===== config.mk =====
export PLATFORM = sky130hd
export DESIGN_NAME = ncp_nv_config
export DESIGN_NICKNAME = d
export VERILOG_FILES = /design/src/ncp_nv_config.v
export VERILOG_INCLUDE_DIRS = /design/src
export SDC_FILE = /design/constraint.sdc
export NUM_CORES = 1
export LEC_CHECK = 0
export ABC_CLOCK_PERIOD_IN_PS = 4130
export BUFFER_PORTS_ARGS = -buffer_cell sky130_fd_sc_hd__buf_2
export CELL_PAD_IN_SITES_DETAIL_PLACEMENT = 1
export CELL_PAD_IN_SITES_GLOBAL_PLACEMENT = 1
export CORE_MARGIN = 2
export CORE_UTILIZATION = 47
export DETAILED_ROUTE_END_ITERATION = 6
export GPL_ROUTABILITY_DRIVEN = 0
export GPL_TIMING_DRIVEN = 0
export PLACE_DENSITY_LB_ADDON = 0.1
export SLEW_MARGIN = 20
export SYNTH_ARGS = -nofsm -noshare
export SYNTH_HDL_FRONTEND = slang
export SYNTH_SLANG_ARGS = --single-unit

===== constraint.sdc =====
create_clock -name mclk_in -period 4.13 [get_ports mclk_in]
set_input_delay 0 -clock mclk_in [delete_from_list [all_inputs] [get_ports mclk_in]]
set_output_delay 0 -clock mclk_in [all_outputs]
set_load 0.005 [all_outputs]

===== src/ncp_consts.vh =====
`ifndef NCP_CONSTS_VH
`define NCP_CONSTS_VH

// Register addresses (7-bit)
`define NCP_ADDR_LOCK      7'h0a
`define NCP_ADDR_STATUS    7'h70
`define NCP_ADDR_STAGE0    7'h73
`define NCP_ADDR_STAGE1    7'h74
`define NCP_ADDR_CRC       7'h75
`define NCP_ADDR_IDENT     7'h7e

// Status field positions
`define NCP_ST_CNT_HI      7
`define NCP_ST_CNT_LO      2
`define NCP_ST_ECC         1
`define NCP_ST_READY       0

// Reset and preset values, counter saturation limit
`define NCP_LOCK_RST       8'h00
`define NCP_CRC_RST        8'h00
`define NCP_STAGE_RST      8'h00
`define NCP_CNT_MAX        6'h3f

// Checksum parameters
`define NCP_CRC_POLY       8'h2f
`define NCP_CRC_INIT       8'hff
`define NCP_CRC_XOR        8'hff

// Timing: programming time and restore delay in microseconds
`define NCP_PROG_US        1000
`define NCP_RESTORE_US     1000
`define NCP_CLK_MHZ        10
`define NCP_PROG_CYC       (`NCP_PROG_US * `NCP_CLK_MHZ)
`define NCP_RESTORE_CYC    (`NCP_RESTORE_US * `NCP_CLK_MHZ)

`endif


===== src/ncp_nv_config.v =====
// Behaviour
// Defaults change only in forced-normal mode with config bit and ready bit set.
// Forced-normal mode keeps watchdog off, regulators on, transceiver active.
// Host stages bytes at 73h and 74h, then writes matching CRC.
// Matching CRC starts reprogramming; mismatch aborts, cells unchanged.
// Successful reprogramming ends with a system reset.
// Cells are not returned to reads while being reprogrammed.
// After programming, ready bit reads 0 until factory presets restored.
// Status at 70h: counter 7:2, ECC flag bit 1, ready bit 0.
// Counter counts programs and restores, saturates at 111111, never blocks.
// ECC flag set when single-bit failure is found and corrected.
// Multi-bit failure means no restart after reprogramming.
// CRC-8 poly 2Fh, init FFh, final XOR FFh, MSB first, 73h then 74h.
// Read/write CRC confirm register at 75h, bits 7:0.
// Restore needs reset pin low, CANH high, CANL low throughout delay.
// After restore the device resets and enters forced-normal mode.
// Receive data output held low throughout the restore.
// Receive output goes high at restore end, low again in reset.
// Read-only variant identification byte at 7Eh.
// Locks block SPI writes only, never internal status updates.
// Lock bits 6,5,4 protect 68h-6Fh, 50h-5Fh, 40h-4Fh; 1 blocks.
// Lock bits 3,2,1,0 protect 30h-3Fh, 20h-2Fh, 10h-1Fh, 06h-09h.
// Lock register lives at address 0Ah.
// Frames carry 7-bit address then read flag, 0 means write.
// CRC write outside forced-normal or ready condition never starts programming.
// CRC check uses staging bytes held when CRC register is written.
`timescale 1ns/1ps
`default_nettype none
`include "ncp_consts.vh"

module ncp_nv_config #(
	parameter [7:0]  VARIANT_CODE = 8'h5a,   // Arbitrary value
	parameter [31:0] PROG_CYCLES  = `NCP_PROG_CYC,
	parameter [31:0] REST_CYCLES  = `NCP_RESTORE_CYC
) (
	// Clock and reset
	input  wire       mclk_in,
	input  wire       rst_b_in,
	// Register access from the SPI framer
	input  wire       reg_stb_in,
	input  wire [6:0] reg_addr_in,
	input  wire       reg_read_only_in,
	input  wire [7:0] reg_wdata_in,
	output reg  [7:0] reg_rdata_out,
	output reg        reg_wr_allow_out,
	// Mode and power-up inputs
	input  wire       factory_default_mode_cfg_in,
	input  wire       battery_powerup_in,
	input  wire       system_reset_pin_n_in,
	input  wire       canh_at_battery_in,
	input  wire       canl_at_ground_in,
	input  wire       power_on_flag_in,
	// Cell check results
	input  wire       ecc_single_fix_in,
	input  wire       ecc_multi_fail_in,
	// Outputs to the rest of the device
	output reg        forced_normal_out,
	output reg        watchdog_off_out,
	output reg        regulators_on_out,
	output reg        can_active_out,
	output reg        sys_reset_req_out,
	output reg        rxd_out,
	output reg        nv_busy_out,
	output reg  [6:0] lock_areas_out
);

	// States, one-hot
	localparam [3:0] ST_IDLE = 4'b0001;
	localparam [3:0] ST_PROG = 4'b0010;
	localparam [3:0] ST_REST = 4'b0100;
	localparam [3:0] ST_HALT = 4'b1000;

	// Sequencer
	reg  [3:0]  state_reg;
	reg  [3:0]  state_next;
	reg  [31:0] timer_reg;
	reg  [31:0] timer_next;

	// Staging bytes and cells
	reg  [7:0]  stage0_reg;
	reg  [7:0]  stage1_reg;
	reg  [7:0]  cell0_reg;
	reg  [7:0]  cell1_reg;

	// Visible register contents; forced-normal and restore-spent flags are internal
	reg  [7:0]  nv_confirm_checksum_reg;
	reg  [6:0]  lock_reg;
	reg  [5:0]  nv_rewrite_counter_reg;
	reg         nv_corrected_error_flag_reg;
	reg         nv_program_ready_reg;
	reg         forced_normal_reg;
	reg         restore_spent_reg;

	// Combinational results
	reg  [7:0]  crc_calc;
	reg  [7:0]  rdata_next;
	reg         lock_hit;
	integer     i;

	wire is_wr = reg_stb_in & ~reg_read_only_in;
	wire [7:0] stage0_now = stage0_reg;
	wire [7:0] stage1_now = stage1_reg;
	wire restore_cond = ~system_reset_pin_n_in & canh_at_battery_in &
		canl_at_ground_in;
	// only one restore per battery power-up window
	wire restore_go = battery_powerup_in & restore_cond &
		~restore_spent_reg;

	// CRC-8 over staged bytes
	always @* begin
		crc_calc = `NCP_CRC_INIT ^ stage0_now;
		for (i = 0; i < 8; i = i + 1) begin
			if (crc_calc[7])
				crc_calc = {crc_calc[6:0], 1'b0} ^ `NCP_CRC_POLY;
			else
				crc_calc = {crc_calc[6:0], 1'b0};
		end
		crc_calc = crc_calc ^ stage1_now;
		for (i = 0; i < 8; i = i + 1) begin
			if (crc_calc[7])
				crc_calc = {crc_calc[6:0], 1'b0} ^ `NCP_CRC_POLY;
			else
				crc_calc = {crc_calc[6:0], 1'b0};
		end
		crc_calc = crc_calc ^ `NCP_CRC_XOR;
	end

	// lock area decode for the address in flight
	always @* begin
		lock_hit = 1'b0;
		// lower areas
		if (reg_addr_in >= 7'h06 && reg_addr_in <= 7'h09)
			lock_hit = lock_reg[0];
		else if (reg_addr_in[6:4] == 3'h1)
			lock_hit = lock_reg[1];
		else if (reg_addr_in[6:4] == 3'h2)
			lock_hit = lock_reg[2];
		else if (reg_addr_in[6:4] == 3'h3)
			lock_hit = lock_reg[3];
		else if (reg_addr_in[6:4] == 3'h4)
			lock_hit = lock_reg[4];
		else if (reg_addr_in[6:4] == 3'h5)
			lock_hit = lock_reg[5];
		else if (reg_addr_in[6:3] == 4'hd)
			lock_hit = lock_reg[6];
	end

	wire wr_ok = is_wr & ~lock_hit;
	// confirm write stored in any mode; mode and ready gate only the start
	wire crc_wr = wr_ok & (reg_addr_in == `NCP_ADDR_CRC);
	// forced-normal, config bit, ready bit
	wire prog_ok = forced_normal_reg & factory_default_mode_cfg_in &
		nv_program_ready_reg & state_reg[0];
	// R25: compare against bytes held at the write
	wire start_prog = crc_wr & prog_ok & (reg_wdata_in == crc_calc);

	// Read data mux
	always @* begin
		case (reg_addr_in)
		`NCP_ADDR_LOCK:   rdata_next = {1'b0, lock_reg};
		// status layout
		`NCP_ADDR_STATUS: rdata_next = {nv_rewrite_counter_reg,
			nv_corrected_error_flag_reg, nv_program_ready_reg};
		// cells hidden while programming
		`NCP_ADDR_STAGE0: rdata_next = state_reg[1] ? 8'h00 : cell0_reg;
		`NCP_ADDR_STAGE1: rdata_next = state_reg[1] ? 8'h00 : cell1_reg;
		// confirm register reads back
		`NCP_ADDR_CRC:    rdata_next = nv_confirm_checksum_reg;
		// identification byte
		`NCP_ADDR_IDENT:  rdata_next = VARIANT_CODE;
		default:          rdata_next = 8'h00;
		endcase
	end

	// Sequencer next state
	always @* begin
		state_next = state_reg;
		timer_next = timer_reg;
		case (state_reg)
		ST_IDLE: begin
			if (restore_go) begin
				state_next = ST_REST;
				timer_next = REST_CYCLES - 32'h1;
			end else if (start_prog) begin
				state_next = ST_PROG;
				timer_next = PROG_CYCLES - 32'h1;
			end
		end
		ST_PROG: begin
			if (timer_reg != 32'h0)
				timer_next = timer_reg - 32'h1;
			// no restart on multi-bit failure
			else if (ecc_multi_fail_in)
				state_next = ST_HALT;
			else
				state_next = ST_IDLE;
		end
		ST_REST: begin
			// conditions must hold for the whole delay
			if (!restore_cond)
				state_next = ST_IDLE;
			else if (timer_reg != 32'h0)
				timer_next = timer_reg - 32'h1;
			else
				state_next = ST_IDLE;
		end
		ST_HALT: state_next = ST_HALT;
		default: state_next = ST_IDLE;
		endcase
	end

	wire prog_done = state_reg[1] & (timer_reg == 32'h0) & ~ecc_multi_fail_in;
	wire rest_done = state_reg[2] & (timer_reg == 32'h0) & restore_cond;

	// Sequencer state and timer
	always @(posedge mclk_in or negedge rst_b_in) begin
		if (!rst_b_in) begin
			state_reg <= ST_IDLE;
			timer_reg <= 32'h0;
		end else begin
			state_reg <= state_next;
			timer_reg <= timer_next;
		end
	end

	// Staging bytes, confirm value and lock bits
	always @(posedge mclk_in or negedge rst_b_in) begin
		if (!rst_b_in) begin
			stage0_reg              <= `NCP_STAGE_RST;
			stage1_reg              <= `NCP_STAGE_RST;
			nv_confirm_checksum_reg <= `NCP_CRC_RST;
			lock_reg                <= 7'h00;
		end else begin
			// R23: host writes with read flag clear
			if (wr_ok && reg_addr_in == `NCP_ADDR_STAGE0 && !state_reg[1])
				stage0_reg <= reg_wdata_in;
			if (wr_ok && reg_addr_in == `NCP_ADDR_STAGE1 && !state_reg[1])
				stage1_reg <= reg_wdata_in;
			// confirm register store
			if (crc_wr)
				nv_confirm_checksum_reg <= reg_wdata_in;
			// lock register, reserved bit dropped
			if (wr_ok && reg_addr_in == `NCP_ADDR_LOCK)
				lock_reg <= reg_wdata_in[6:0];
		end
	end

	// Non-volatile cells, read back through 73h and 74h
	always @(posedge mclk_in or negedge rst_b_in) begin
		if (!rst_b_in) begin
			cell0_reg <= `NCP_STAGE_RST;
			cell1_reg <= `NCP_STAGE_RST;
		end else if (start_prog) begin
			// cells take the staged bytes only on a validated start
			cell0_reg <= stage0_reg;
			cell1_reg <= stage1_reg;
		end else if (rest_done) begin
			// factory presets back in the cells
			cell0_reg <= `NCP_STAGE_RST;
			cell1_reg <= `NCP_STAGE_RST;
		end
	end

	// Status flags and restore bookkeeping
	// internal updates, no lock check
	always @(posedge mclk_in or negedge rst_b_in) begin
		if (!rst_b_in) begin
			nv_rewrite_counter_reg      <= 6'h00;
			nv_corrected_error_flag_reg <= 1'b0;
			nv_program_ready_reg        <= 1'b1;
			restore_spent_reg           <= 1'b0;
		end else begin
			// saturating counter, never blocks
			if ((prog_done || rest_done) &&
				nv_rewrite_counter_reg != `NCP_CNT_MAX)
				nv_rewrite_counter_reg <= nv_rewrite_counter_reg + 6'h01;
			// sticky corrected-error flag
			if (ecc_single_fix_in)
				nv_corrected_error_flag_reg <= 1'b1;
			// protect after programming, restore re-arms
			if (prog_done)
				nv_program_ready_reg <= 1'b0;
			else if (rest_done)
				nv_program_ready_reg <= 1'b1;
			// straps still held must not restart a restore
			if (rest_done)
				restore_spent_reg <= 1'b1;
			else if (!battery_powerup_in)
				restore_spent_reg <= 1'b0;
		end
	end

	// Mode and side-effect outputs
	always @(posedge mclk_in or negedge rst_b_in) begin
		if (!rst_b_in) begin
			forced_normal_reg <= 1'b1;
			forced_normal_out <= 1'b1;
			watchdog_off_out  <= 1'b1;
			regulators_on_out <= 1'b1;
			can_active_out    <= 1'b1;
		end else begin
			// restore returns to forced-normal mode
			if (rest_done)
				forced_normal_reg <= 1'b1;
			else
				forced_normal_reg <= factory_default_mode_cfg_in;
			// forced-normal side effects
			forced_normal_out <= forced_normal_reg;
			watchdog_off_out  <= forced_normal_reg;
			regulators_on_out <= forced_normal_reg;
			can_active_out    <= forced_normal_reg;
		end
	end

	// Completion pulse, receive output and busy flag
	always @(posedge mclk_in or negedge rst_b_in) begin
		if (!rst_b_in) begin
			sys_reset_req_out <= 1'b0;
			rxd_out           <= 1'b1;
			nv_busy_out       <= 1'b0;
		end else begin
			// reset pulse on completion
			sys_reset_req_out <= prog_done | rest_done;
			// R17: receive output during restore and following reset
			if (state_next[2])
				rxd_out <= 1'b0;
			else if (rest_done)
				rxd_out <= 1'b1;
			else if (sys_reset_req_out && power_on_flag_in)
				rxd_out <= 1'b0;
			else
				rxd_out <= 1'b1;
			nv_busy_out <= state_next[1];
		end
	end

	// Register bus answers
	always @(posedge mclk_in or negedge rst_b_in) begin
		if (!rst_b_in) begin
			reg_rdata_out    <= 8'h00;
			reg_wr_allow_out <= 1'b0;
			lock_areas_out   <= 7'h00;
		end else begin
			reg_rdata_out    <= rdata_next;
			reg_wr_allow_out <= wr_ok;
			lock_areas_out   <= lock_reg;
		end
	end

endmodule

`default_nettype wire


==> impl_summary.txt <==
----------------------------------------------------
[Run status]
  Run status ... finished clean

[Route]
  Number of DRC markers after the initial detailed-route iteration ... slightly above 300
  Detailed-route wire length ... roughly 16,000 um
  Vias per inst ... 5.82
  First-pass DRT Iterations ... 5
  Number of nets with antenna violations after detailed routing ... 0
  DRC violation count after routing ... 0
  Average routed wire per standard cell ... around 20 um
  Number of vias after detailed routing ... 4,674

[Global route]
  Pin count of the biggest net entering global routing ... 62
  Wire length of the first global-routing pass ... approximately 26,000 um
  Grt total ovfl ... 0
  Initial antenna violation count ... 0
  Vias in the first global route ... between 4,000 and 5,000
  Gr usage total ... about a quarter

[Place]
  HPWL Detailed ... about 12,000 um
  Total of buffers placed on input and output ports ... 48
  Total placed instance area ... between 0.006 and 0.007 mm2
  Number of instances in the placed design ... 776

[Yosys]
  Post-synth EDFFs ... 0
  Number of storage elements in the synthesis netlist ... ~110
  Cell count after synthesis ... between 500 and 600
  Flip-flop cell with the highest count after synthesis ... sky130_fd_sc_hd__dfrtp_1
  Distinct cells, synth ... 63
  Average footprint of a synthesized cell ... ~10 um2
  Register area share after synthesis ... about half
  Net count of the mapped netlist ... around 590
  Post-synthesis instance area ... between 0.005 and 0.006 mm2
  Yosys warning total ... 0
  Fraction of synthesis flops using an asynchronous set or reset pin ... 100%

[STA]
  Hold Slack ... 0.0192 ns
  Worst slew margin ... ~33%
  Final Hold Fails ... 0
  Final number of setup-violating endpoints ... 0
  Max Clk Rate ... 0.263 GHz
  RSZ-0062 raised after global routing ... no
  Worst-case clock skew ... between 0.009 and 0.01 ns
  Min cycle time layout ... 3.80 ns
  Final-layout setup total negative slack ... 0 ns
  Final Max Tran Viols ... 0
  Tcrit/Tclk final ... 92.1%
  Actual slew at the worst max-slew pin ... around 1.0 ns

[Clocking]
  Clock Pin Slew Worst Setup and Hold Paths ... 0.08 ns
  CTS tree ... yes
  Worst-skew pair later-pin latency ... between 0.3 and 0.4 ns
  Root buffer cell ... sky130_fd_sc_hd__clkbuf_16
  Number of clock buffers inserted by TritonCTS ... 9
  Number of buffers inserted to repair setup after CTS ... 0
  # H-tree levels ... 3
  Maximum clock path buffer count ... 2
  Sink count of the clock tree ... around 110

[Worst setup path]
  Worst path bufs/invs ... 0
  CP max stage delay ... 0.70 ns
  Critical path depth ... 8
  Type of the setup path with the least slack ... register to register
  Crit path launch type ... register
  Crit path required time ... roughly 4.4 ns
  Worst path cell trace ... xor3_2 -> xnor2_2 -> xnor2_1 -> xnor3_2 -> mux2i_1 -> a2111oi_4 -> o21ai_1 -> a221o_1
  R2R Setup Slk ... around 0.33 ns
  Depth of the most critical reg-to-reg path ... 8
  Family with the most delay on the worst path ... compound AO/OA/AOI/OAI gates
  Nature of the critical path endpoint ... register
  Worst flop-to-flop path startpoint ... stage0_now[3]
  Worst endpoint data arrival time ... 4.05 ns
  Reg-to-reg endpoint ... timer_reg[23]
  Slowest-stage cell, CP ... sky130_fd_sc_hd__a2111oi_4
  Critical-path maximum fanout ... 10

[Cells and area]
  Most frequent standard cell in the layout excluding fill and tap cells ... sky130_fd_sc_hd__dfrtp_1
  Flip-flop count of the largest register after layout ... 32
  Commonest non-fill, non-tap cells in the layout ... sky130_fd_sc_hd__dfrtp_1, sky130_fd_sc_hd__nand2_1, sky130_fd_sc_hd__buf_2, sky130_fd_sc_hd__nor2_1, sky130_fd_sc_hd__mux2_2
  Storage cell area ... 0.00281 mm2
  Final instance area ... about 0.0067 mm2
  Antenna cells ... 0
  Combined area of the multi-input logic cells ... 0.00289 mm2
  Area grow syn2layout ... 15.8%
  Layout fillers ... around 1,300
  Net total in the final layout ... roughly 660
  Layout cells sized above 1 ... between 20 and 25%
  Post-route insts no fill ... roughly 800

[Min path]
  Count of cells along the worst hold path ... 2
  Startpoint of the most critical hold path ... reg_wdata_in[5]
  Worst hold path type ... primary input to register
  Worst Hold Path EP ... nv_confirm_checksum_reg[5]

[Power]
  Seq pwr share ... around 46%
  Total internal power ... around 1.8 mW
  Leakage power of the design ... 3.09 nW
  Worst vdd ir ... 174 uV
  Switching Power ... between 700 and 800 uW
  Switching share of power ... slightly below 30%
  Share of total power in combinational logic ... 20.3%
  PwrDens ... around 380 mW/mm2
  Clock share of power ... 33.5%

[Floorplan]
  Rows ... 40
  Height of the chip ... approximately 120 um
  Horizontal die dimension ... around 120 um
  Core box area ... around 0.012 mm2
  Die Outline Area ... ~0.013 mm2
  Top Ports ... 50
  Starting Density ... around half

[Run]
  Maxcap violations ... 0

----------------------------------------------------
[synthesized netlist by cell type, drive strengths merged, types with 3 or more instances]
library cell / count / area share, %
o31ai: 6 / 0.77
nor4b: 3 / 0.56
and3b: 5 / 0.75
nor3: 25 / 2.2
dfstp: 5 / 2.3
xnor2: 27 / 4.3
a221oi: 4 / 0.60
nand2b: 5 / 0.54
o211ai: 4 / 0.52
o21ai: 30 / 2.6
nor2b: 5 / 0.54
mux2i: 5 / 0.86
nor2: 40 / 2.6
or3: 7 / 0.75
nand4: 4 / 0.43
xor3: 5 / 2.1
xnor3: 8 / 3.1
clkbuf: 16 / 1.1
and2: 5 / 0.54
a31oi: 24 / 2.6
or2: 5 / 0.54
xor2: 5 / 0.75
mux2: 33 / 6.4
nor4: 4 / 0.43
nand2: 81 / 5.2
a22oi: 5 / 0.65
or4: 5 / 0.65
buf: 9 / 0.88
inv: 10 / 0.65
dfrtp: 107 / 46
nand3: 5 / 0.43
a21o: 3 / 0.39
a222oi: 7 / 1.2
a21oi: 16 / 1.4
o21a: 5 / 0.65
[metal layers]
layer	vias to the layer above	track usage [%]	wire, um
li1	2168	-	-
met4	0	5.06	163
met2	89	39.7	7490
met5	-	0	0
met1	2405	37.3	7740
met3	12	5.01	546
[worst max-delay path by stage]
stage | start | end | slack, ns
after floorplan | stage1_now[6] | state_reg[1] | 1.01
after global placement | reg_addr_in[3] | timer_reg[23] | 0.34
after detailed placement | stage1_now[6] | timer_reg[23] | 0.25
after CTS | stage1_now[6] | timer_reg[23] | 0.25
after global routing | stage1_now[6] | timer_reg[23] | 0.05
final | stage0_now[3] | timer_reg[23] | 0.33
[per-stage QoR]
step | setup slack (ns) | total power, mW | util (%)
CTS | 0.254 | 2.59 | 55.9
global route | 0.0492 | 2.69 | 55.9
detailed placement | 0.252 | 1.72 | 52.6
finish | 0.328 | 2.56 | 55.9
global placement | 0.339 | 1.69 | 52.0
floorplan | 1.01 | 1.56 | -
[final cells by class]
class                      instances  share of cell area, %
timing repair buffer              61                   5.81
inverter                          10                  0.557
tap                              168                   3.12
sequential                       112                   41.7
buffer                            25                   1.69
clock inverter                     7                  0.928
multi-input combinational        411                   42.9
clock buffer                       9                   3.34
[power by group through the flow]
stage / Clock (mW) / Combinational, mW / Sequential (mW)
6_report: 0.858 / 0.519 / 1.19
4_1_cts: 0.883 / 0.524 / 1.19
3_3_place_gp: 0 / 0.490 / 1.20
5_1_grt: 0.929 / 0.574 / 1.19
2_1_floorplan: 0 / 0.367 / 1.19
3_5_place_dp: 0 / 0.511 / 1.21
[what timing repair did]
item                                   CTS  global route
endpoints found under the hold margin   69             0
hold buffers                            11             0
resized for setup                        0             0
[cell families after synthesis]
| family | Yosys count | share of synthesized area (%) |
|---|---|---|
| xor gates and xnor gates | 45 | 10.3 |
| buffers and inverters | 35 | 2.60 |
| muxes | 38 | 7.25 |
| and+or+nand+nor | 209 | 17.5 |
| AOI/OAI and AO/OA | 117 | 13.7 |
| DFF | 112 | 48.3 |
| adders and majority gates | 2 | 0.430 |
Note: power is estimated with default switching activity, not from simulation.
